### config.mk
export PLATFORM = sky130hd
export DESIGN_NAME = tw_timer
export DESIGN_NICKNAME = d
export VERILOG_FILES = /design/src/logic/tw_pkg.sv /design/src/logic/tw_timer.sv
export VERILOG_INCLUDE_DIRS = /design/src /design/src/logic
export SDC_FILE = /design/constraint.sdc
export NUM_CORES = 1
export LEC_CHECK = 0
export ABC_AREA = 1
export BUFFER_PORTS_ARGS = -buffer_cell sky130_fd_sc_hd__buf_2
export CORE_ASPECT_RATIO = 1.25
export CORE_UTILIZATION = 55
export CTS_CLUSTER_DIAMETER = 120
export DETAILED_ROUTE_END_ITERATION = 8
export GPL_ROUTABILITY_DRIVEN = 0
export PLACE_DENSITY = 0.74
export SLEW_MARGIN = 20
export SYNTH_ARGS = -nofsm -noshare
export SYNTH_HDL_FRONTEND = slang
export SYNTH_SLANG_ARGS = --single-unit
export TNS_END_PERCENT = 50
### constraint.sdc
create_clock -name clk -period 8.6 [get_ports clk]
set_clock_uncertainty 0.15 [all_clocks]
set_input_delay 0.43 -clock clk [delete_from_list [all_inputs] [get_ports clk]]
set_output_delay 0.43 -clock clk [all_outputs]
set_load 0.02 [all_outputs]
### src/logic/tw_cfg.svh
/*
 * Offsets, field positions, reset values and fixed tops of the waveform timer.
 * Assumes a 32-bit APB slave with byte addresses, one register per word.
 */
`ifndef TW_CFG_SVH
`define TW_CFG_SVH
// Register byte offsets
`define TW_OFF_CTRLA 8'h00
`define TW_OFF_CTRLB 8'h04
`define TW_OFF_COUNT 8'h08
`define TW_OFF_CMPA 8'h0c
`define TW_OFF_CMPB 8'h10
`define TW_OFF_CMPC 8'h14
`define TW_OFF_CAPT 8'h18
`define TW_OFF_STAT 8'h1c
// Field positions
`define TW_A_ACT_A_LSB 6
`define TW_ACT_STEP 2
`define TW_A_WGM_LSB 0
`define TW_B_WGM_LSB 3
`define TW_B_CS_LSB 0
`define TW_B_WMASK 8'hdf
`define TW_STAT_OVF 0
`define TW_CTRL_RESET 8'h00
// Count limits
`define TW_MAX 16'hffff
`define TW_BOTTOM 16'h0000
`define TW_TOP_8 16'h00ff
`define TW_TOP_9 16'h01ff
`define TW_TOP_10 16'h03ff
// Clock source codes and prescaler masks
`define TW_CS_STOP 3'h0
`define TW_CS_DIV1 3'h1
`define TW_CS_DIV8 3'h2
`define TW_CS_DIV64 3'h3
`define TW_CS_DIV256 3'h4
`define TW_CS_DIV1024 3'h5
`define TW_CS_EXT_FALL 3'h6
`define TW_CS_EXT_RISE 3'h7
`define TW_PRE_8 10'h007
`define TW_PRE_64 10'h03f
`define TW_PRE_256 10'h0ff
`define TW_PRE_1024 10'h3ff
`endif

### src/logic/tw_pkg.sv
/*
 * Types shared by the waveform timer and its bench.
 * Assumes the APB master drives the request fields on the same clock.
 */
package tw_pkg;
	// APB request carried as one bundle
	typedef struct packed {
		logic psel;
		logic penable;
		logic pwrite;
		logic [7:0] paddr;
		logic [31:0] pwdata;
	} tw_apb_req_t;
	// Count shape of the selected mode
	typedef enum logic [1:0] {SLOPE_SINGLE, SLOPE_FAST, SLOPE_DUAL} tw_slope_t;
	// Event that reloads compare values or raises the overflow flag
	typedef enum logic [1:0] {AT_NOW, AT_MAX, AT_TOP, AT_BOT} tw_point_t;
endpackage

### src/logic/tw_timer.sv
/*
 * Sixteen-bit timer with three compare channels and waveform modes, APB slave.
 * Assumes portData/portDirOut come from the port logic on clk; extCountPin is async.
 */
`timescale 1ns/100ps
`include "tw_cfg.svh"

// Operation
// RULE_01: Nonzero channel action field routes compare output to the pin.
// RULE_02: Pin driver enabled only while its direction bit selects output.
// RULE_03: Non-PWM: 00 off, 01 toggle, 10 clear, 11 set on match.
// RULE_04: PWM code 01: off unless top mode bit set; then toggle A only.
// RULE_05: Fast PWM 10: clear on match, set at top.
// RULE_06: Fast PWM 11: set on match, clear at top.
// RULE_07: Fast PWM compare equal to top with upper bit: only top action.
// RULE_08: Dual slope 10: clear on up match, set on down match.
// RULE_09: Dual slope 11: set on up match, clear on down match.
// RULE_10: Mode is control B bits 4:3 over control A bits 1:0.
// RULE_11: Sixteen mode codes fix sequence, top, reload and flag; 13 reserved.
// RULE_12: Codes 1-3 and 5-7 use fixed tops, reload at top.
// RULE_13: Codes 0, 4, 12: top max, A or capture; immediate; flag at max.
// RULE_14: Codes 8-9 reload at bottom, 10-11 at top; flag at bottom.
// RULE_15: Codes 14-15 fast PWM, capture or A top; reload and flag at top.
// RULE_16: Control A holds channel actions in bits 7:6, 5:4, 3:2.
// RULE_17: Clock source zero stops; else divide 1..1024 or external edge.
// RULE_18: Capture pin disconnected whenever capture value is top.
// RULE_19: Dual slope compare at bottom holds low, at top holds high; action code 11 holds the opposite levels.
// RULE_20: Both control registers reset to zero.
// RULE_21: Control B bit 5 reads zero, writes ignored.
module tw_timer #(
	parameter int CNT_W = 16
) (
	input wire logic clk,
	input wire logic resetn,
	input wire tw_pkg::tw_apb_req_t apbReq,
	output logic pready,
	output logic [31:0] prdata,
	output logic pslverr,
	input wire logic extCountPin,
	input wire logic [2:0] portData,
	input wire logic [2:0] portDirOut,
	output logic [2:0] compareOutPin,
	output logic [2:0] compareOutOe,
	output logic captureInputEnable,
	output logic overflowFlag
);
	import tw_pkg::*;

	// Tops and offsets are fixed at sixteen bits
	if (CNT_W != 16) begin : g_chk
		$error("tw_timer supports CNT_W of 16 only");
	end

	////////////////////////////////////////////////////////////////////////
	logic [7:0] ctrlA_reg, ctrlA_next, ctrlB_reg, ctrlB_next;
	logic [15:0] count_reg, count_next, capt_reg, capt_next;
	logic [15:0] cmpBuf_reg [3], cmpBuf_next [3], cmpAct_reg [3], cmpAct_next [3];
	logic [2:0] oc_reg, oc_next, pin_reg, pin_next;
	logic dirUp_reg, dirUp_next, ovf_reg, ovf_next;
	logic [9:0] pre_reg, pre_next;
	logic extS1_reg, extS2_reg, extPrev_reg, extPrev_next;
	logic [31:0] rdata_reg, rdata_next;
	logic [3:0] mode;
	tw_slope_t slope;
	tw_point_t reload, ovfAt;
	logic [15:0] top;
	logic tick, atTop, atBot, wr, hit, usesCapt;
	logic [1:0] act;
	logic match, pwm, conn;

	// Mode decode from the split field
	always_comb begin
		mode = {ctrlB_reg[`TW_B_WGM_LSB +: 2], ctrlA_reg[`TW_A_WGM_LSB +: 2]}; // [RULE_10]
		slope = SLOPE_SINGLE;
		reload = AT_NOW;
		ovfAt = AT_MAX;
		top = `TW_MAX;
		usesCapt = 1'b0;
		case (mode[3:2]) // [RULE_11]
			2'b00: begin
				if (mode[1:0] != 2'b00) begin
					slope = SLOPE_DUAL; // [RULE_12]
					reload = AT_TOP;
					ovfAt = AT_BOT;
				end
			end
			2'b01: begin
				if (mode[1:0] == 2'b00) begin
					top = cmpAct_reg[0]; // [RULE_13]
				end else begin
					slope = SLOPE_FAST; // [RULE_12]
					reload = AT_TOP;
					ovfAt = AT_TOP;
				end
			end
			2'b10: begin
				slope = SLOPE_DUAL; // [RULE_14]
				reload = mode[1] ? AT_TOP : AT_BOT;
				ovfAt = AT_BOT;
				usesCapt = !mode[0];
				top = mode[0] ? cmpAct_reg[0] : capt_reg;
			end
			2'b11: begin
				// Reserved code 13 falls back to a free count to max
				if (mode[1]) begin
					slope = SLOPE_FAST; // [RULE_15]
					reload = AT_TOP;
					ovfAt = AT_TOP;
					usesCapt = !mode[0];
					top = mode[0] ? cmpAct_reg[0] : capt_reg;
				end else if (!mode[0]) begin
					usesCapt = 1'b1; // [RULE_13]
					top = capt_reg;
				end
			end
			default: begin
				top = `TW_MAX;
			end
		endcase
		if (mode[3:2] == 2'b00 || mode[3:2] == 2'b01) begin
			case (mode[1:0])
				2'b01: top = (mode[2] || slope == SLOPE_DUAL) ? `TW_TOP_8 : top;
				2'b10: top = `TW_TOP_9;
				2'b11: top = `TW_TOP_10;
				default: top = top;
			endcase
		end
	end

	// Clock source selection
	always_comb begin
		pre_next = pre_reg + 10'h001;
		extPrev_next = extS2_reg;
		case (ctrlB_reg[`TW_B_CS_LSB +: 3]) // [RULE_17]
			`TW_CS_STOP: tick = 1'b0;
			`TW_CS_DIV1: tick = 1'b1;
			`TW_CS_DIV8: tick = (pre_reg & `TW_PRE_8) == `TW_PRE_8;
			`TW_CS_DIV64: tick = (pre_reg & `TW_PRE_64) == `TW_PRE_64;
			`TW_CS_DIV256: tick = (pre_reg & `TW_PRE_256) == `TW_PRE_256;
			`TW_CS_DIV1024: tick = pre_reg == `TW_PRE_1024;
			`TW_CS_EXT_FALL: tick = extPrev_reg && !extS2_reg;
			`TW_CS_EXT_RISE: tick = !extPrev_reg && extS2_reg;
			default: tick = 1'b0;
		endcase
	end

	////////////////////////////////////////////////////////////////////////
	// Counter, reload, flag, compare outputs and registers
	always_comb begin
		wr = apbReq.psel && apbReq.penable && apbReq.pwrite;
		atTop = count_reg == top;
		atBot = count_reg == `TW_BOTTOM;
		ctrlA_next = ctrlA_reg;
		ctrlB_next = ctrlB_reg;
		count_next = count_reg;
		capt_next = capt_reg;
		dirUp_next = dirUp_reg;
		ovf_next = ovf_reg;
		oc_next = oc_reg;
		cmpBuf_next = cmpBuf_reg;
		cmpAct_next = cmpAct_reg;
		pwm = slope != SLOPE_SINGLE;
		act = 2'b00;
		match = 1'b0;
		conn = 1'b0;
		pin_next = pin_reg;
		// Count sequence
		if (tick) begin
			if (slope == SLOPE_DUAL) begin
				if (dirUp_reg && count_reg >= top) begin
					dirUp_next = 1'b0;
					count_next = count_reg - 16'h0001;
				end else if (!dirUp_reg && atBot) begin
					dirUp_next = 1'b1;
					count_next = count_reg + 16'h0001;
				end else begin
					count_next = dirUp_reg ? count_reg + 16'h0001 : count_reg - 16'h0001;
				end
			end else begin
				dirUp_next = 1'b1;
				count_next = (count_reg >= top) ? `TW_BOTTOM : count_reg + 16'h0001;
			end
		end
		// Compare reload point
		for (int i = 0; i < 3; i++) begin
			if (reload == AT_NOW || (tick && reload == AT_TOP && atTop) ||
					(tick && reload == AT_BOT && atBot)) begin
				cmpAct_next[i] = cmpBuf_reg[i]; // [RULE_13] [RULE_14]
			end
		end
		// Overflow flag point; a set beats a clear in the same cycle
		if (wr && apbReq.paddr == `TW_OFF_STAT && apbReq.pwdata[`TW_STAT_OVF]) begin
			ovf_next = 1'b0;
		end
		if (tick && ((ovfAt == AT_MAX && count_reg == `TW_MAX) ||
				(ovfAt == AT_TOP && atTop) || (ovfAt == AT_BOT && atBot))) begin
			ovf_next = 1'b1; // [RULE_12] [RULE_15]
		end
		// Per-channel waveform
		for (int i = 0; i < 3; i++) begin
			act = ctrlA_reg[`TW_A_ACT_A_LSB - `TW_ACT_STEP * i +: 2]; // [RULE_16]
			match = tick && count_reg == cmpAct_reg[i];
			if (act == 2'b01) begin
				// Toggle on match for any channel outside PWM; in PWM only channel A with the top mode bit
				if ((!pwm || (mode[3] && i == 0)) && match) begin
					oc_next[i] = !oc_reg[i]; // [RULE_03] [RULE_04]
				end
			end else if (act[1]) begin
				if (slope == SLOPE_SINGLE) begin
					if (match) begin
						oc_next[i] = act[0]; // [RULE_03]
					end
				end else if (slope == SLOPE_FAST) begin
					if (match && cmpAct_reg[i] != top) begin
						oc_next[i] = act[0]; // [RULE_05] [RULE_06] [RULE_07]
					end
					if (tick && atTop) begin
						oc_next[i] = !act[0]; // [RULE_05] [RULE_06]
					end
				end else begin
					// Extremes pinned so the output never glitches at the turn
					if (cmpAct_reg[i] == `TW_BOTTOM) begin
						oc_next[i] = act[0]; // [RULE_19]
					end else if (cmpAct_reg[i] == top) begin
						oc_next[i] = !act[0]; // [RULE_19]
					end else if (match) begin
						oc_next[i] = dirUp_reg ? act[0] : !act[0]; // [RULE_08] [RULE_09]
					end
				end
			end
			conn = act != 2'b00 && !(pwm && act == 2'b01 && !(mode[3] && i == 0));
			pin_next[i] = conn ? oc_next[i] : portData[i]; // [RULE_01] [RULE_04]
		end
		// Register writes; counter write wins over the tick
		if (wr) begin
			case (apbReq.paddr)
				`TW_OFF_CTRLA: ctrlA_next = apbReq.pwdata[7:0];
				`TW_OFF_CTRLB: ctrlB_next = apbReq.pwdata[7:0] & `TW_B_WMASK; // [RULE_21]
				`TW_OFF_COUNT: count_next = apbReq.pwdata[15:0];
				`TW_OFF_CMPA: cmpBuf_next[0] = apbReq.pwdata[15:0];
				`TW_OFF_CMPB: cmpBuf_next[1] = apbReq.pwdata[15:0];
				`TW_OFF_CMPC: cmpBuf_next[2] = apbReq.pwdata[15:0];
				`TW_OFF_CAPT: capt_next = apbReq.pwdata[15:0];
				default: ctrlA_next = ctrlA_reg;
			endcase
		end
	end

	// Read data captured in the setup cycle
	always_comb begin
		hit = 1'b1;
		rdata_next = rdata_reg;
		case (apbReq.paddr)
			`TW_OFF_CTRLA: rdata_next = {24'h000000, ctrlA_reg};
			`TW_OFF_CTRLB: rdata_next = {24'h000000, ctrlB_reg};
			`TW_OFF_COUNT: rdata_next = {16'h0000, count_reg};
			`TW_OFF_CMPA: rdata_next = {16'h0000, cmpBuf_reg[0]};
			`TW_OFF_CMPB: rdata_next = {16'h0000, cmpBuf_reg[1]};
			`TW_OFF_CMPC: rdata_next = {16'h0000, cmpBuf_reg[2]};
			`TW_OFF_CAPT: rdata_next = {16'h0000, capt_reg};
			`TW_OFF_STAT: rdata_next = {31'h00000000, ovf_reg};
			default: begin
				hit = 1'b0;
				rdata_next = 32'h00000000;
			end
		endcase
		if (!(apbReq.psel && !apbReq.penable)) begin
			rdata_next = rdata_reg;
		end
	end

	// Zero-wait slave; unmapped addresses answer with an error
	assign pready = 1'b1;
	assign pslverr = apbReq.psel && apbReq.penable && !hit;
	assign prdata = rdata_reg;
	assign compareOutPin = pin_reg;
	assign compareOutOe = portDirOut; // [RULE_02]
	assign captureInputEnable = !usesCapt; // [RULE_18]
	assign overflowFlag = ovf_reg;

	////////////////////////////////////////////////////////////////////////
	// State registers
	always_ff @(posedge clk or negedge resetn) begin
		if (!resetn) begin
			ctrlA_reg <= `TW_CTRL_RESET; // [RULE_20]
			ctrlB_reg <= `TW_CTRL_RESET; // [RULE_20]
			count_reg <= `TW_BOTTOM;
			capt_reg <= `TW_BOTTOM;
			for (int i = 0; i < 3; i++) begin
				cmpBuf_reg[i] <= `TW_BOTTOM;
				cmpAct_reg[i] <= `TW_BOTTOM;
			end
			oc_reg <= 3'h0;
			pin_reg <= 3'h0;
			dirUp_reg <= 1'b1;
			ovf_reg <= 1'b0;
			pre_reg <= 10'h000;
			extS1_reg <= 1'b0;
			extS2_reg <= 1'b0;
			extPrev_reg <= 1'b0;
			rdata_reg <= 32'h00000000;
		end else begin
			ctrlA_reg <= ctrlA_next;
			ctrlB_reg <= ctrlB_next;
			count_reg <= count_next;
			capt_reg <= capt_next;
			cmpBuf_reg <= cmpBuf_next;
			cmpAct_reg <= cmpAct_next;
			oc_reg <= oc_next;
			pin_reg <= pin_next;
			dirUp_reg <= dirUp_next;
			ovf_reg <= ovf_next;
			pre_reg <= pre_next;
			extS1_reg <= extCountPin;
			extS2_reg <= extS1_reg;
			extPrev_reg <= extPrev_next;
			rdata_reg <= rdata_next;
		end
	end
endmodule

* Word level (Yosys, flattened, before mapping)
Cells that the tools add are included.
Cells by class: add/sub/neg operators 3, $mul 0, divide/modulo/power cells 0, $lt $le $gt $ge 1, equality and inequality tests 46, shift operators 0, muxes and demuxes 78, bitwise operators 0, reduce and logical (&&, ||, !) cells 84
Operators by type and width (number):
- $mux W16 | 14
- $pmux W16 S8 | 1
- $eq A16 B16 Y1 | 7
- $pmux W16 S3 | 2
- $logic_not A16 Y1 | 4
- $mux W1 | 50
- $ne A16 B16 Y1 | 3
- $logic_and A1 B1 Y1 | 35
- $eq A8 B5 Y1 const B | 4
- $pmux W2 S4 | 3
- $eq A2 B2 Y1 const B | 9
- $logic_not A1 Y1 | 18
- $add A16 B1 Y16 const B | 1
- $eq A16 B16 Y1 const B | 1
- $eq A8 B4 Y1 const B | 2
- $ge A16 B16 Y1 | 1
- $sub A16 B1 Y16 const B | 1
- $eq A3 B3 Y1 const B | 5
- $eq A2 B1 Y1 const B | 7
- $reduce_and A2 Y1 | 7
- $mux W2 | 6
- $reduce_bool A2 Y1 | 6
- $add A10 B1 Y10 const B | 1
- $eq A10 B10 Y1 const B | 1
- 13 further kinds | 23
Word-level totals: flip-flop bits (word level) 196, bits in latches 0, RAM bits 0, bits in read-only memories 0, output and inout bits 42, memories kept 0

* Longest topological paths before layout
word-level depth 17, gate-level depth with buffers 23, depth with buffers taken out 23

* Worst setup path after synthesis
OpenSTA, ideal clock, no wires.
kind reg2reg, start register ctrlA_reg[0], end register count_reg[7], library setup time 0.117 ns, data arrival time 2.775 ns, path slack 5.558 ns, stages on the path, launching flop included 22, cells stage by stage dfrtp_1 > buf_6 > nor2_1 > nor2_2 > nor2_1 > nand2_2 > nand2_1 > inv_1 > ha_1 > a21o_1 > a221oi_1 > o21ai_0 > nand2_1 > nand3b_2 > nand2_1 > nand2_2 > nand2_1 > nand2_1 > nand2_1 > nand3_1 > nand2_1 > nand2_1
Between the ends: longest elaborated chain between the ends 15, elaborated cells between the ends (all ways) 26, those cells by class 1 x order compare; 4 x eq/ne; 17 x mux; 4 x reduce/logical
Ends and longest elaborated chain:
- start, declared | line tw_timer.sv:55 | logic [7:0] ctrlA_reg, ctrlA_next, ctrlB_reg, ctrlB_next;
- start signal, assigned | line tw_timer.sv:285 | ctrlA_reg <= `TW_CTRL_RESET;
- start signal, assigned | line tw_timer.sv:303 | ctrlA_reg <= ctrlA_next;
- $logic_not A2 Y1 / $reduce_bool A2 Y1 (equally long branches) | line tw_timer.sv:88, tw_timer.sv:81
- $mux W1 / $mux W2 (equally long branches) | line tw_timer.sv:88, tw_timer.sv:81
- $pmux W2 S4 | line tw_timer.sv:79 | case (mode[3:2])
- $eq A2 B2 Y1 | line tw_timer.sv:122, tw_timer.sv:169
- $logic_or A1 B1 Y1 | line tw_timer.sv:122 | 2'b01: top = (mode[2] || slope == SLOPE_DUAL) ? `TW_TOP_8 : top;
- $mux W16 | line tw_timer.sv:122
- $pmux W16 S3 | line tw_timer.sv:121 | case (mode[1:0])
- $mux W16 | line tw_timer.sv:120 | if (mode[3:2] == 2'b00 || mode[3:2] == 2'b01) begin
- $ge A16 B16 Y1 | line tw_timer.sv:170, tw_timer.sv:181
- $logic_and A1 B1 Y1 | line tw_timer.sv:170 | if (dirUp_reg && count_reg >= top) begin
- $mux W16 | line tw_timer.sv:170
- $mux W16 * | line tw_timer.sv:169 | if (slope == SLOPE_DUAL) begin
- $mux W16 * | line tw_timer.sv:168 | if (tick) begin
- $mux W16 | line tw_timer.sv:236 | case (apbReq.paddr)
- $mux W16 * | line tw_timer.sv:235 | if (wr) begin
- named net count_next[7] | line tw_timer.sv:56 | logic [15:0] count_reg, count_next, capt_reg, capt_next;
- end signal, assigned | line tw_timer.sv:287 | count_reg <= `TW_BOTTOM;
- end signal, assigned | line tw_timer.sv:305 | count_reg <= count_next;
- end, declared | line tw_timer.sv:56
The timed path passes the listed nets; every way through them passes the cells marked *. A chain may end at the register's enable or synchronous reset.

* Final worst setup path
start register ctrlA_reg[0], end register cmpAct_reg[20] (netlist bit)
Between the ends: longest elaborated chain between the ends 12, elaborated cells between the ends (all ways) 30, those cells by class 7 x eq/ne; 13 x mux; 10 x reduce/logical
Ends and longest elaborated chain:
- $logic_not A2 Y1 / $reduce_bool A2 Y1 (equally long branches) | line tw_timer.sv:88, tw_timer.sv:81
- $mux W1 / $mux W2 (equally long branches) | line tw_timer.sv:88, tw_timer.sv:81
- $pmux W2 S4 | line tw_timer.sv:79
- $eq A2 B2 Y1 | line tw_timer.sv:122
- $logic_or A1 B1 Y1 | line tw_timer.sv:122
- $mux W16 | line tw_timer.sv:122
- $pmux W16 S3 | line tw_timer.sv:121
- $mux W16 | line tw_timer.sv:120
- $eq A16 B16 Y1 | line tw_timer.sv:151 | atTop = count_reg == top;
- $logic_and A1 B1 Y1 | line tw_timer.sv:186 | if (reload == AT_NOW || (tick && reload == AT_TOP && atTop) ||
- $logic_or A1 B1 Y1 | line tw_timer.sv:186
- $logic_or A1 B1 Y1 * | line tw_timer.sv:186
- end signal, assigned by index | line tw_timer.sv:291 | cmpAct_reg[i] <= `TW_BOTTOM;
- end signal, assigned | line tw_timer.sv:308 | cmpAct_reg <= cmpAct_next;
- end, declared | line tw_timer.sv:57 | logic [15:0] cmpBuf_reg [3], cmpBuf_next [3], cmpAct_reg [3], cmpAct_next [3];
Mark *: on every way between the ends. The rest lies on a longest branch, timed or not.

==> flow_summary.toml <==
[outcome]
outcome = "complete, no violations"

[floorplan]
core.rowCount = 59
die_x_um = 133
die_area_mm2 = 0.0219
die_y_um = 165
start_util_pct = 56.3
core_mm2 = 0.0208
io_pins = 94

[routing]
drc = 0
drtIter0Drc = 1107
wl_per_cell_um = 18.3
via_per_inst = 5.83
via_count = 11500
wl_mm = 36.1
detail-route-antenna-nets = 0
firstDrtPassIters = 6

[hold_path]
holdCritStartpoint = "portData[0]"
hold_path.class = "primary input to register"

[logic_synthesis]
synth_top_area_share_pct = 38.2
synth_edf_count = 0
synth_top_cell_by_area = "dfrtp_1"
ys_seq_elements = 180
syn_avg_cell_area_um2 = 7.00
synth_ff_type = "dfrtp_1"
synth.most_common_cell = "nand2_1"
async_reset_ff_share_pct = 100
synth_seq_area_share_pct = 38.5
netlist_area_mm2 = 0.0117
syn_inst = 1674
ys_top_cells_by_count = "529 x nand2_1, 179 x dfrtp_1, 163 x inv_1"
synth.distinct_cells = 55
yosysWarnings = 0
synth_area_leaders = "dfrtp_1 38%, nand2_1 17%, o21ai_0 5.8%"

[sta]
setup_slack_ns = 3.66
whs_ns = 0.0291
fin_setup_tns_ns = 0
finalCriticalPeriod_ns = 4.94
slew_headroom_pct = 28.3
rsz0062_at_grt = "no"
drv_slew = 0
fin_crit_sh_pct = 57.5
max_freq_mhz = 202
finalSetupViolCount = 0
tightest_slew_ns = 1.07
hold_viol = 0

[global_routing]
grt_pass1_vias = 10600
grt_pass1_wl_mm = 57.0
gr-total-overflow = 0
track_usage_pct = 34.1
grt_max_degree = 100
antenna_found_initial = 0

[critical_path]
crit_type = "register to register"
worstPathMaxFanout = 49
crit_arrival_ns = 5.16
cp_common_cell = "inv_1"
max_stage_delay_ns = 0.83
cp-end-kind = "register"
r2r_slack_ns = 3.66
path_cells = "buf_4 > inv_1 > nand2_2 > nor2_4 > o21ai_1 > nand2_2 > inv_1 > ha_1 > nand2_1 > inv_1 > nand3_1 > nor3_1 > nor4b_1 > a311o_2 > buf_4 > nand2_1 > o21ai_1"
cp-startpoint = "ctrlA_reg[0]"
crit_required_ns = 8.81
crit_slowest_cell = "a311o_2"
crit-reg2reg-launch = "ctrlA_reg[0]"
critPathLaunchType = "register"

[clock_network]
cts_inserted_buffers = 17
clockBufferDepth = 2
cts_htree_levels = 4
path_clk_slew_ns = 0.07
root_buffer = "clkbuf_16"
clk_latency_ns = 0.45
cts_tree = "yes"
cts_num_sinks = 180
post_cts_resized = 0

[finish]
fill_cells = 1931
fin_util_pct = 60.5
final_cells = 1976
area_growth_pct = 7.43
drive_gt1_share_pct = 7.99
num_antenna_cells = 0
nNetsFinal = 1763
multi_input_area_mm2 = 0.00615
seqCellArea_mm2 = 0.00451
fin_area_mm2 = 0.0126

[placement]
io_buffers = 54
dp_hpwl_mm = 26.9
placed_area_mm2 = 0.0120
dp_slack_ns = 3.68
dp.cells = 1943

[power]
p_leak_nw = 6.10
peakVddDrop_v = 0.000135
finalPower_mw = 2.57
powerDensity_mw_per_mm2 = 204

[job]
maxCapViolations = 0
==> worst max-delay path, delay by kind of cell, from the launching register on <==
| kind | cells | cell delay, ns |
|---|---|---|
| buffers and inverters | 5 | 1.31 |
| and+or+nand+nor | 8 | 1.63 |
| AOI/OAI and AO/OA | 3 | 1.10 |
| adders and majority gates | 1 | 0.26 |
| DFF | 1 | 0.37 |
==> layer usage <==
metal / wire (um) / part of all wire (%) / GRT usage [%]
met4: 2050 / 5.7 / 20.6
met5: 0 / 0 / 0
met2: 16100 / 45 / 53.1
met1: 14500 / 40 / 43.8
met3: 3380 / 9.4 / 7.14
==> cell usage in the layout (no fill, tap or decap), drive strengths merged, types with 6 or more instances in the layout <==
cell type  count
nand2        545
inv          180
dfrtp        179
o21ai        178
nand3        119
nor2         118
a21oi         69
xor2          60
buf           60
nand4         34
nor3          27
ha            21
clkbuf        19
conb          17
a221oi        12
nor4           9
clkinv         8
o22ai          6
==> where the power goes <==
| group | internal [mW] | total (mW) | leakage, nW | switching, mW |
|---|---|---|---|---|
| registers | 0.899 | 1.09 | 2.43 | 0.192 |
| clock network | 0.409 | 0.781 | 0.280 | 0.373 |
| logic | 0.255 | 0.699 | 3.39 | 0.444 |
| total | 1.56 | 2.57 | 6.10 | 1.01 |
==> kinds of logic after synthesis <==
logic type	after synthesis	synth area share, %
and+or+nand+nor	861	31.5
adders and majority gates	21	2.24
xor gates and xnor gates	65	4.86
other	2	0.0641
buffers and inverters	258	9.52
AOI/OAI and AO/OA	287	13.4
DFF	180	38.5
==> repair_timing <==
| item | 4_1_cts | 5_1_grt |
|---|---|---|
| hold endpoints to repair | 98 | 0 |
| buffers inserted | 0 | 0 |
| hold buffers | 2 | 0 |
| setup endpoints to repair | 0 | 0 |
==> area by class of cell <==
type	instances	area share, %
clock buffers	18	3.41
clock inverters	13	1.08
inverters	177	5.28
multi-input cells	1251	48.9
flip-flops and latches	180	35.8
well taps	274	2.72
repair buffers	63	2.82
==> worst paths after layout <==
| kind | to | depth (start not counted) |
|---|---|---|
| max | cmpAct_reg[20] | 17 |
| min | compareOutPin[0] | 3 |
| max reg2reg | cmpAct_reg[20] | 17 |
| min reg2reg | extPrev_next | 0 |
| max in group asynchronous | cmpAct_reg[39] | 3 |
| min in group asynchronous | compareOutPin[1] | 2 |
(Power assumes the default switching activity.)
